[config.mk]
export PLATFORM = sky130hd
export DESIGN_NAME = rt_write_handler
export DESIGN_NICKNAME = d
export VERILOG_FILES = /design/src/rtl/rt_write_pkg.sv /design/src/rtl/rt_header_mem.sv /design/src/rtl/rt_write_handler.sv
export SDC_FILE = /design/constraint.sdc
export NUM_CORES = 1
export LEC_CHECK = 0
export BUFFER_PORTS_ARGS = -buffer_cell sky130_fd_sc_hd__buf_4
export CORE_ASPECT_RATIO = 0.5
export CORE_MARGIN = 2
export CORE_UTILIZATION = 48
export DETAILED_ROUTE_END_ITERATION = 7
export GPL_TIMING_DRIVEN = 0
export PLACE_DENSITY = 0.88
export SKIP_CTS_REPAIR_TIMING = 1
export SLEW_MARGIN = 5
export SYNTH_ARGS = -nofsm -noshare
export SYNTH_HDL_FRONTEND = slang
export SYNTH_SLANG_ARGS = --single-unit
[constraint.sdc]
create_clock -name REF_CLK_I -period 4.8 [get_ports REF_CLK_I]
set_input_delay 0.24 -clock REF_CLK_I [delete_from_list [all_inputs] [get_ports REF_CLK_I]]
set_output_delay 0.24 -clock REF_CLK_I [all_outputs]
set_load 0.02 [all_outputs]
[src/rtl/rt_write_pkg.sv]
// constants for the render target write message handler
package rt_write_pkg;
    // descriptor fields
    localparam int DESC_LAST_BIT = 11;
    localparam int DESC_TYPE_HI = 10;
    localparam int DESC_TYPE_LO = 8;
    localparam logic [2:0] TYPE_SIMD16 = 3'h0;
    localparam logic [2:0] TYPE_REPLICATED = 3'h1;
    localparam logic [2:0] TYPE_DUAL_LO = 3'h2;
    localparam logic [2:0] TYPE_DUAL_HI = 3'h3;
    localparam logic [2:0] TYPE_SIMD8 = 3'h4;
    // header dword indices and fields
    localparam int HDR_WORDS = 8;
    localparam int W_TAG = 5;
    localparam int W_CC = 1;
    localparam int W_MASK = 0;
    localparam int W_VIEW = 7;
    localparam int W_FACE = 6;
    localparam int TAG_HI = 7;
    localparam int CC_LO = 6;
    localparam int DISP_LO = 16;
    localparam int VP_HI = 30;
    localparam int VP_LO = 27;
    localparam int AI_HI = 26;
    localparam int AI_LO = 16;
    localparam int FACE_BIT = 31;
    // surface kinds
    localparam logic [2:0] SURF_ONE_DIM = 3'h0;
    localparam logic [2:0] SURF_TWO_DIM = 3'h1;
    localparam logic [2:0] SURF_VOLUME = 3'h2;
    localparam logic [2:0] SURF_CUBE = 3'h3;
    localparam logic [2:0] SURF_LINEAR = 3'h4;
    localparam logic [10:0] CUBE_DEPTH = 11'h005;
    localparam logic [10:0] AI_ZERO = 11'h000;
    // sample counts
    localparam logic [1:0] SAMP_1X = 2'h0;
    localparam logic [1:0] SAMP_4X = 2'h1;
    localparam logic [1:0] SAMP_8X = 2'h2;
endpackage : rt_write_pkg

[src/rtl/rt_header_mem.sv]
`timescale 1ns/1ns
// two-register header store, registered read port
module rt_header_mem (
    input wire logic clk_i,
    input wire logic wr_en_i,
    input wire logic wr_sel_i,
    input wire logic [255:0] wr_data_i,
    input wire logic rd_sel_i,
    output logic [255:0] rd_data_o
);
    logic [255:0] mem_reg [0:1];

    always_ff @(posedge clk_i) begin
        if (wr_en_i) begin
            mem_reg[wr_sel_i] <= wr_data_i;
        end
    end

    always_ff @(posedge clk_i) begin
        rd_data_o <= mem_reg[rd_sel_i];
    end
endmodule : rt_header_mem

[src/rtl/rt_write_handler.sv]
`timescale 1ns/1ns
// render target write message handler: header parse, slot mapping, bounds
module rt_write_handler (
    input wire logic REF_CLK_I,
    input wire logic RST_I,
    // message phases from the thread
    input wire logic MSG_VALID_I,
    input wire logic [255:0] MSG_DATA_I,
    input wire logic [13:0] DESC_I,
    input wire logic END_OF_THREAD_I,
    input wire logic [15:0] EXEC_MASK_I,
    output logic MSG_READY_O,
    // surface state
    input wire logic [2:0] SURF_KIND_I,
    input wire logic [10:0] MIN_ARRAY_I,
    input wire logic [10:0] DEPTH_I,
    input wire logic [15:0] WIDTH_I,
    input wire logic [15:0] HEIGHT_I,
    input wire logic [1:0] NUM_SAMPLES_I,
    input wire logic [1:0] SSPI_I,
    // per-slot X/Y of subspan upper-left, four subspans
    input wire logic [63:0] SPAN_X_I,
    input wire logic [63:0] SPAN_Y_I,
    // to render cache
    output logic WR_VALID_O,
    output logic [15:0] WR_PIXEL_MASK_O,
    output logic [10:0] ARRAY_INDEX_O,
    output logic [3:0] VIEWPORT_O,
    output logic [25:0] CC_PTR_O,
    output logic BACK_FACE_O,
    output logic LAST_TARGET_O,
    output logic [2:0] MSG_TYPE_O,
    output logic [1:0] SPAN_PAIR_O,
    output logic [31:0] SLOT_SAMPLE_O,
    // completion and statistics
    output logic RELEASE_VALID_O,
    output logic [7:0] THREAD_TAG_O,
    output logic [15:0] DISPATCH_MASK_O,
    output logic [4:0] CLIP_DEC_O,
    output logic CLIP_DEC_VALID_O,
    output logic BAD_TYPE_O
);
    typedef enum logic [2:0] {IDLE, HDR1, FETCH, ISSUE} state_type;
    state_type state_reg;
    logic [2:0] type_reg;
    logic last_reg;
    logic eot_reg;
    logic hdr_sel;
    logic [255:0] hdr_rd;
    logic [255:0] hdr0_reg;
    logic fetched_reg;
    logic take;
    logic type_ok;

    function automatic logic legal_type(input logic [2:0] t);
        legal_type = (t <= rt_write_pkg::TYPE_SIMD8);
    endfunction : legal_type

    // header words ignore exec mask entirely
    assign take = MSG_VALID_I && MSG_READY_O;
    assign type_ok = legal_type(DESC_I[rt_write_pkg::DESC_TYPE_HI:rt_write_pkg::DESC_TYPE_LO]);
    assign hdr_sel = (state_reg == IDLE) ? 1'b0 : 1'b1;

    rt_header_mem u_hdr (
        .clk_i(REF_CLK_I),
        .wr_en_i(take),
        .wr_sel_i(hdr_sel),
        .wr_data_i(MSG_DATA_I),
        .rd_sel_i(1'b1),
        .rd_data_o(hdr_rd)
    );

    // header sequencing: two registers before any payload
    always_ff @(posedge REF_CLK_I or posedge RST_I) begin
        if (RST_I) begin
            state_reg <= IDLE;
            MSG_READY_O <= 1'b0;
        end else begin
            case (state_reg)
                IDLE: begin
                    MSG_READY_O <= 1'b1;
                    if (take) begin
                        state_reg <= HDR1;
                    end
                end
                HDR1: begin
                    if (take) begin
                        state_reg <= FETCH;
                        MSG_READY_O <= 1'b0;
                    end
                end
                FETCH: state_reg <= ISSUE;
                ISSUE: begin
                    state_reg <= IDLE;
                    MSG_READY_O <= 1'b1;
                end
                default: state_reg <= IDLE;
            endcase
        end
    end

    // descriptor and first header register capture
    always_ff @(posedge REF_CLK_I or posedge RST_I) begin
        if (RST_I) begin
            type_reg <= rt_write_pkg::TYPE_SIMD16;
            last_reg <= 1'b0;
            eot_reg <= 1'b0;
            hdr0_reg <= '0;
        end else if (take && state_reg == IDLE) begin
            type_reg <= DESC_I[rt_write_pkg::DESC_TYPE_HI:rt_write_pkg::DESC_TYPE_LO];
            last_reg <= DESC_I[rt_write_pkg::DESC_LAST_BIT];
            eot_reg <= END_OF_THREAD_I;
            hdr0_reg <= MSG_DATA_I;
        end
    end

    always_ff @(posedge REF_CLK_I or posedge RST_I) begin
        if (RST_I) begin
            fetched_reg <= 1'b0;
        end else begin
            fetched_reg <= (state_reg == FETCH);
        end
    end

    // bounds and array index handling
    logic [10:0] ai_raw;
    logic [10:0] ai_max;
    logic ai_bad;
    logic [15:0] in_bounds;
    logic [15:0] live;
    logic dual;
    logic [1:0] pair;

    assign ai_raw = hdr_rd[rt_write_pkg::W_VIEW*32 + rt_write_pkg::AI_LO +: 11];
    assign ai_max = (SURF_KIND_I == rt_write_pkg::SURF_CUBE) ? rt_write_pkg::CUBE_DEPTH : DEPTH_I;
    // out-of-range replaced by minimum element; buffers always zero
    assign ai_bad = (ai_raw < MIN_ARRAY_I) || (ai_raw > ai_max);
    assign dual = (type_reg == rt_write_pkg::TYPE_DUAL_LO) || (type_reg == rt_write_pkg::TYPE_DUAL_HI);
    // dual source: low type bit picks subspans 2-3
    assign pair = dual ? {type_reg[0], 1'b0} : 2'h0;

    // pixel bounds per slot; pixel n of a span sits at +n[0] x, +n[1] y
    genvar s;
    generate
        for (s = 0; s < 16; s++) begin : g_slot
            logic [1:0] span;
            logic [16:0] px;
            logic [16:0] py;
            // multisample forms address only subspan zero (or the dual pair)
            assign span = (NUM_SAMPLES_I == rt_write_pkg::SAMP_1X) ?
                          2'(s / 4) + pair : pair;
            assign px = {1'b0, SPAN_X_I[span*16 +: 16]} + 17'(s % 2);
            // linear and 1D index by X only
            assign py = (SURF_KIND_I == rt_write_pkg::SURF_LINEAR ||
                         SURF_KIND_I == rt_write_pkg::SURF_ONE_DIM) ? 17'h0_0000 :
                        {1'b0, SPAN_Y_I[span*16 +: 16]} + 17'((s / 2) % 2);
            assign in_bounds[s] = (px < {1'b0, WIDTH_I}) &&
                                  ((SURF_KIND_I == rt_write_pkg::SURF_LINEAR ||
                                    SURF_KIND_I == rt_write_pkg::SURF_ONE_DIM) ||
                                   (py < {1'b0, HEIGHT_I}));
        end
    endgenerate

    // header live bits and pixel bounds steer writes; exec mask unused
    assign live = hdr0_reg[rt_write_pkg::W_MASK*32 +: 16] & in_bounds;

    // sample index per slot group
    function automatic logic [7:0] sample_map(input logic [1:0] ns, input logic [1:0] sspi);
        logic [7:0] m;
        m = 8'h00;
        for (int g = 0; g < 4; g++) begin
            if (ns == rt_write_pkg::SAMP_1X) begin
                m[g*2 +: 2] = 2'h0;
            end else begin
                m[g*2 +: 2] = 2'(g);
            end
        end
        map_unused(sspi);
        sample_map = m;
    endfunction : sample_map

    function automatic void map_unused(input logic [1:0] x);
    endfunction : map_unused

    logic [31:0] samples;
    logic simd8;
    assign simd8 = (type_reg == rt_write_pkg::TYPE_SIMD8) || dual;
    always_comb begin
        samples = '0;
        for (int g = 0; g < 4; g++) begin
            if (NUM_SAMPLES_I == rt_write_pkg::SAMP_1X) begin
                samples[g*8 +: 8] = 8'h00;
            end else if (NUM_SAMPLES_I == rt_write_pkg::SAMP_4X && !simd8) begin
                samples[g*8 +: 8] = 8'(g);
            end else begin
                samples[g*8 +: 8] = 8'({SSPI_I, 1'b0}) + 8'(g);
            end
        end
    end

    // clipped-out popcount
    logic [4:0] clip_cnt;
    always_comb begin
        clip_cnt = 5'h00;
        for (int b = 0; b < 16; b++) begin
            clip_cnt = clip_cnt + 5'(hdr_rd[rt_write_pkg::W_VIEW*32 + b]);
        end
    end

    // issue to render cache, one cycle after header word two is read back
    always_ff @(posedge REF_CLK_I or posedge RST_I) begin
        if (RST_I) begin
            WR_VALID_O <= 1'b0;
            WR_PIXEL_MASK_O <= 16'h0000;
            ARRAY_INDEX_O <= rt_write_pkg::AI_ZERO;
            VIEWPORT_O <= 4'h0;
            CC_PTR_O <= 26'h000_0000;
            BACK_FACE_O <= 1'b0;
            LAST_TARGET_O <= 1'b0;
            MSG_TYPE_O <= rt_write_pkg::TYPE_SIMD16;
            SPAN_PAIR_O <= 2'h0;
            SLOT_SAMPLE_O <= 32'h0000_0000;
            BAD_TYPE_O <= 1'b0;
        end else begin
            WR_VALID_O <= fetched_reg && legal_type(type_reg);
            BAD_TYPE_O <= fetched_reg && !legal_type(type_reg);
            if (fetched_reg) begin
                WR_PIXEL_MASK_O <= legal_type(type_reg) ? live : 16'h0000;
                ARRAY_INDEX_O <= (SURF_KIND_I == rt_write_pkg::SURF_LINEAR) ? rt_write_pkg::AI_ZERO :
                                 (ai_bad ? MIN_ARRAY_I : ai_raw);
                VIEWPORT_O <= hdr_rd[rt_write_pkg::W_VIEW*32 + rt_write_pkg::VP_LO +: 4];
                CC_PTR_O <= hdr0_reg[rt_write_pkg::W_CC*32 + rt_write_pkg::CC_LO +: 26];
                BACK_FACE_O <= hdr_rd[rt_write_pkg::W_FACE*32 + rt_write_pkg::FACE_BIT];
                LAST_TARGET_O <= last_reg;
                MSG_TYPE_O <= type_reg;
                SPAN_PAIR_O <= pair;
                SLOT_SAMPLE_O <= samples;
            end
        end
    end

    // completion: tag release, dispatch mask, statistics
    always_ff @(posedge REF_CLK_I or posedge RST_I) begin
        if (RST_I) begin
            RELEASE_VALID_O <= 1'b0;
            THREAD_TAG_O <= 8'h00;
            DISPATCH_MASK_O <= 16'h0000;
            CLIP_DEC_O <= 5'h00;
            CLIP_DEC_VALID_O <= 1'b0;
        end else begin
            RELEASE_VALID_O <= fetched_reg && eot_reg && legal_type(type_reg);
            CLIP_DEC_VALID_O <= fetched_reg && legal_type(type_reg) && (clip_cnt != 5'h00);
            if (fetched_reg) begin
                THREAD_TAG_O <= hdr0_reg[rt_write_pkg::W_TAG*32 +: 8];
                DISPATCH_MASK_O <= hdr0_reg[rt_write_pkg::W_MASK*32 + rt_write_pkg::DISP_LO +: 16];
                CLIP_DEC_O <= clip_cnt;
            end
        end
    end
endmodule : rt_write_handler

-- Yosys cells after proc, flatten, opt, wreduce, memory -nomap -nowiden
Memory sizes are Yosys's and may differ from the RTL's. A register that Yosys moved wholly into a read port is not among the register bits.
Index checks and enable logic that the tools add are counted.
- register bits: 307
- bits in writable memories: 512
- bits of input ports: 479
- output and inout port bits: 130
- word-level logic and storage cells: 170
- memories kept: 1
- add/subtract/negate cells: 29
- $lt $le $gt $ge: 19
- equal/unequal tests: 11
- shift-type cells: 8
- mux-type cells: 32
- bitwise gates (word level): 1
- reductions and logical operators: 46
- memories (memory ; words ; width ; rd ports ; clocked after Yosys merged registers in ; wr ports ; RTL line ; text):
    u_hdr.mem_reg ; 2 ; 256 ; 1 ; 1 ; 1 ; rt_header_mem.sv:11 ; logic [255:0] mem_reg [0:1];
- operator list (kind ; count):
    $shiftx A64 B7 Y16 ; 8
    $lt A17 B16 Y1 ; 9
    $add A16 B1 Y17 const B ; 8
    $lt A16 B16 Y1 ; 7
    $mux W16 ; 5
    $mux W17 ; 4
    $add A5 B1 Y5 ; 11
    $mux W11 ; 3
    $logic_and A1 B1 Y1 ; 24
    $mux W4 ; 6
    $and A16 B16 Y16 ; 1
    $eq A3 B2 Y1 const B ; 5
    $logic_or A1 B1 Y1 ; 12
    $mux W3 ; 4
    $gt A11 B11 Y1 ; 1
    $lt A11 B11 Y1 ; 1
    $pmux W3 S3 ; 1
    $add A3 B2 Y4 const B ; 2
    $mux W2 ; 4
    $eq A3 B3 Y1 const B ; 2
    $logic_not A3 Y1 ; 2
    $add A4 B1 Y5 ; 1
    $reduce_bool A5 Y1 ; 1
    $add A2 B2 Y2 const A ; 2
    other kinds (16) ; 22

-- Logic depth before layout (Yosys ltp)
- word-level depth: 17
- mapped depth: 23
- mapped depth without buffers: 19

-- Modules after synthesis
A second synthesis with hierarchy kept.
- cell total of the unflattened synthesis: 3118
- area total of the unflattened synthesis: 42813.6 µm²
- by module, submodules not included (module ; instances ; cells an instance ; area each (µm²) ; seq. area each (µm²)):
    rt_header_mem ; 1 ; 1054 ; 23700.2 ; 20499.7
    rt_write_handler ; 1 ; 2064 ; 19113.3 ; 4429.2

-- Worst setup path before layout
No wires, ideal clock.
- kind: reg2reg
- from: register type_reg[0]
- to: register WR_PIXEL_MASK_O[11]
- library setup time: 0.110 ns
- data arrival time: 4.495 ns
- data required time: 4.690 ns
- setup slack: 0.195 ns
- cell stages (with the launch flop): 24
- path buffers: 6
- clock period less this slack: 4.605 ns
- path through: dfrtp_1 -> and3b_1 -> buf_6 -> xnor2_2 -> buf_6 -> buf_4 -> buf_2 -> clkbuf_1 -> nand2_1 -> nand2_1 -> ha_1 -> clkbuf_1 -> nand2_1 -> or3_1 -> xor2_1 -> a211oi_1 -> ha_1 -> a21oi_1 -> nor2b_1 -> o21ai_0 -> a21oi_1 -> a211o_1 -> o31a_1 -> o41ai_1
- word-level cells in the longest chain between the ends: 13
- elaborated cells between the ends (all ways): 18
- classes of those cells: add/sub (3); order compare (3); eq/ne (2); shift (2); mux (4); bitwise (1); reduce/logical (3)
- RTL lines (item ; RTL line ; text):
    start, declared ; rt_write_handler.sv:45 ; logic [2:0] type_reg;
    start signal, assigned ; rt_write_handler.sv:105 ; type_reg <= rt_write_pkg::TYPE_SIMD16;
    start signal, assigned ; rt_write_handler.sv:110 ; type_reg <= DESC_I[rt_write_pkg::DESC_TYPE_HI:rt_write_pkg::DESC_TYPE_LO];
    $eq A3 B2 Y1 ; rt_write_handler.sv:138 ; assign dual = (type_reg == rt_write_pkg::TYPE_DUAL_LO) || (type_reg == rt_write_pkg::TYPE_DUAL_HI);
    $logic_or A1 B1 Y1 ; rt_write_handler.sv:138 ;
    $mux W2 ; rt_write_handler.sv:140 ; assign pair = dual ? {type_reg[0], 1'b0} : 2'h0;
    $add A2 B2 Y2 ; rt_write_handler.sv:151 ; 2'(s / 4) + pair : pair;
    $mux W2 ; rt_write_handler.sv:150 ; assign span = (NUM_SAMPLES_I == rt_write_pkg::SAMP_1X) ?
    $shiftx A64 B7 Y16 ; rt_write_handler.sv:156 ; {1'b0, SPAN_Y_I[span*16 +: 16]} + 17'((s / 2) % 2);
    $add A16 B1 Y17 ; rt_write_handler.sv:156 ;
    $mux W17 ; rt_write_handler.sv:155 ; SURF_KIND_I == rt_write_pkg::SURF_ONE_DIM) ? 17'h0_0000 :
    $lt A17 B16 Y1 ; rt_write_handler.sv:160 ; (py < {1'b0, HEIGHT_I}));
    $logic_or A1 B1 Y1 ; rt_write_handler.sv:159 ; SURF_KIND_I == rt_write_pkg::SURF_ONE_DIM) ||
    $logic_and A1 B1 Y1 ; rt_write_handler.sv:157 ; assign in_bounds[s] = (px < {1'b0, WIDTH_I}) &&
    $and A16 B16 Y16 ; rt_write_handler.sv:165 ; assign live = hdr0_reg[rt_write_pkg::W_MASK*32 +: 16] & in_bounds;
    $mux W16 * ; rt_write_handler.sv:228 ; WR_PIXEL_MASK_O <= legal_type(type_reg) ? live : 16'h0000;
    end signal, assigned ; rt_write_handler.sv:228 ;
    end, declared ; rt_write_handler.sv:26 ; output logic [15:0] WR_PIXEL_MASK_O,
Every way passes the cells marked *; elsewhere a longest branch is shown, timed or not.
A chain may end at the register's enable or synchronous reset.

-- Worst setup path after layout
- from: register type_reg[1]
- to: register WR_PIXEL_MASK_O[11]
The elaborated chain is that of the path after synthesis.

==> results.json <==
{
  "status": "complete, but fails checks",
  "violations": "negative hold slack",
  "fmax_mhz": 210,
  "regArea_um2": 6030,
  "cts_buffers": 24,
  "synth_common_cells": "ha_1 (278), nand2_1 (196), dfrtp_1 (177)",
  "yosysMostFrequentCell": "ha_1",
  "num_rows": 53,
  "netlist_top_cells_area": "dfrtp_1 (22%), ha_1 (17%), mux2_2 (7.7%), edfxtp_1 (4.7%), mux4_2 (4.4%)",
  "numPortBuffers": 393,
  "fp.coreArea_um2": 42000,
  "ant_nets": 0,
  "hold_depth": 3,
  "yosysSeqAreaShare": 0.294,
  "grt_pass1_vias": 18600,
  "drt-vias-per-instance": 6.18,
  "vias": 20300,
  "finalCritPeriodShare": 0.994,
  "clkLatencyLatePin_ns": 0.55,
  "htreeDepth": 1,
  "largest_reg_flops": 66,
  "crit_fanout": 10,
  "drive_gt1_frac": 0.278,
  "root_buffer": "clkbuf_16",
  "synth_top_area_frac": 0.216,
  "fp.dieArea_um2": 44400,
  "setup_violations": 0,
  "final_cell_count_no_fill": 3291,
  "dieHeight_um": 150,
  "fp.dieW_um": 296,
  "timing.setup.critical_path_class": "flop to flop",
  "async_flop_share": 0.734,
  "p_leak_uw": 0.0123,
  "drc": 0,
  "arrival_ns": 5.18,
  "wl_per_cell_um": 26.7,
  "first_pass_iters": 6,
  "dp_hpwl_um": 64700,
  "dp_worst_setup_slack_ns": -1.74,
  "worstHoldStart": "MIN_ARRAY_I[9]",
  "grtUsageTotal": 0.359,
  "synth.distinct_cells": 82,
  "synth-edff-count": 32,
  "n_fill_cell": 3279,
  "p_total_uw": 13700,
  "grt_first_pass_wirelength_um": 118000,
  "worstMarginPinSlew_ns": 0.917,
  "finClkSkew_ns": 0.0423,
  "clk_path_buf_depth": 3,
  "r2r_cells": 20,
  "totalWireLength_um": 88000,
  "critPathLaunchType": "flop",
  "antenna_found_initial": 6,
  "cts.clk_slew.worst_paths_ns": 0.07,
  "grt_overflow": 0,
  "cts_tree": "done",
  "hold_viol": 1,
  "io_pins": 609,
  "ys_seq_elements": 241,
  "gp_congestion": 1.07,
  "final_nets": 3464,
  "peakVddDrop_mv": 0.447,
  "reg2reg_setup_slack_ns": 0.03,
  "worstReg2RegStart": "type_reg[1]",
  "clock-sinks": 241,
  "timing.slew.headroom": 0.383,
  "timing.hold.ws_ns": -0.00516,
  "timing.max_cap.violations": 0,
  "syn_area_um2": 20500,
  "grt_max_degree": 41,
  "multi_input_area_um2": 13800,
  "yosysTopAreaCell": "dfrtp_1",
  "syn_area_per_cell_um2": 9.62,
  "endpoint_kind": "flop",
  "hp-class": "input pin to flop",
  "drv_slew": 0,
  "post-route-min-period_ns": 4.77,
  "hold_end": "ARRAY_INDEX_O[9]",
  "area_growth_pct": 30.8,
  "rr_endpoint": "WR_PIXEL_MASK_O[11]",
  "setup_ws_ns": 0.0304,
  "drtIter0Drc": 2320,
  "placedCellCount": 3126,
  "power_density_nw_per_um2": 511,
  "rsz0062_at_grt": "yes",
  "start_util": 0.487,
  "synthCells": 2129,
  "yosys_warnings": 0,
  "synth_flop_cell": "dfrtp_1",
  "worstPathRequired_ns": 5.21
}
==> where the power goes <==
| part | switching [µW] | internal [µW] | total, µW |
|---|---|---|---|
| Combinational | 4730 | 3590 | 8320 |
| Sequential | 660 | 2940 | 3600 |
| Clock | 833 | 938 | 1770 |
| Total | 6230 | 7470 | 13700 |
==> cell type report <==
| cell class | count | share of cell area |
|---|---|---|
| inverter | 119 | 0.0168 |
| clock buffer | 34 | 0.0242 |
| buffer | 110 | 0.0298 |
| antenna | 5 | 0.000467 |
| timing repair buffer | 524 | 0.160 |
| tap | 577 | 0.0269 |
| clock inverter | 4 | 0.00126 |
| sequential | 241 | 0.225 |
| multi-input combinational | 1677 | 0.515 |
==> critical path, stage by stage, from the launching register on <==
cell and delay, ns:
dfrtp_2 0.50, and3b_2 0.28, buf_12 0.16, xnor2_4 0.24, buf_12 0.16, buf_12 0.17
buf_12 0.17, buf_8 0.17, nand2_1 0.09, nand2_1 0.12, ha_4 0.22, nand2_1 0.07
a221oi_1 0.31, ha_1 0.32, a21oi_1 0.14, o21ai_0 0.20, a221oi_2 0.43, nor3_1 0.08
a211o_1 0.27, o31a_1 0.30, o41ai_2 0.21
==> layout by cell type (no fill, tap or decap), types with 11 or more instances in the layout <==
cell type | Yosys | final
xnor2_1 | 69 | 69
dfxtp_1 | 32 | 32
a211oi_1 | 15 | 14
nor2_1 | 136 | 130
o21ai_0 | 67 | 61
and4_1 | 11 | 11
mux4_2 | 40 | 40
o221ai_1 | 11 | 11
a21o_1 | 38 | 38
xor2_1 | 45 | 45
clkbuf_16 | 0 | 24
nand4_1 | 52 | 52
conb_1 | 1 | 21
buf_12 | 0 | 15
nor3_1 | 27 | 27
nand2_1 | 196 | 193
a21oi_1 | 115 | 108
inv_1 | 117 | 116
dlygate4sd3_1 | 0 | 105
and2_1 | 43 | 43
nand3_1 | 72 | 71
clkbuf_1 | 59 | 60
buf_4 | 37 | 443
edfxtp_1 | 32 | 32
a31oi_1 | 13 | 13
ha_1 | 278 | 275
dfrtp_1 | 177 | 174
o211ai_1 | 21 | 21
nor2b_1 | 19 | 19
and3_1 | 17 | 17
mux2_2 | 140 | 140
mux2i_1 | 67 | 64
nand2b_1 | 12 | 11
==> how the worst max path moves through the flow <==
stage | from | to | slack (ns)
final | type_reg[1] | WR_PIXEL_MASK_O[11] | 0.03
after global routing | type_reg[1] | WR_PIXEL_MASK_O[15] | -0.02
after CTS | type_reg[1] | WR_PIXEL_MASK_O[3] | -1.78
after detailed placement | type_reg[1] | WR_PIXEL_MASK_O[3] | -1.74
after global placement | type_reg[1] | WR_PIXEL_MASK_O[3] | -1.76
after floorplan | type_reg[0] | WR_PIXEL_MASK_O[11] | 0.20
==> layer usage <==
layer  GRT usage  wire [µm]  up-vias
met4       0.132       4450        0
met2       0.537      38600     1400
met1       0.487      33700     9723
li1            -          -     8871
met3       0.111      11300      332
met5           0          0        -
==> logic make-up (layout without fill, tap and decap cells) <==
kind of cell / Yosys count / in the layout / share of synthesized area
compound gates: 364 / 364 / 0.116
xor+xnor: 115 / 115 / 0.0495
fa+ha+maj: 288 / 288 / 0.180
buf+inv: 231 / 791 / 0.0512
flops: 241 / 241 / 0.294
mux: 250 / 250 / 0.156
other cells: 1 / 26 / 0.000183
simple gates: 639 / 639 / 0.154
==> per-stage QoR <==
step	util	TNS [ns]	area, µm²
global placement	0.576	-16.50	24200
global route	0.637	-0.0760	26800
finish	0.637	0	26800
CTS	0.596	-15.55	25100
floorplan	-	0	20600
detailed placement	0.580	-16.11	24400
Note: power is estimated with default switching activity, not from simulation.
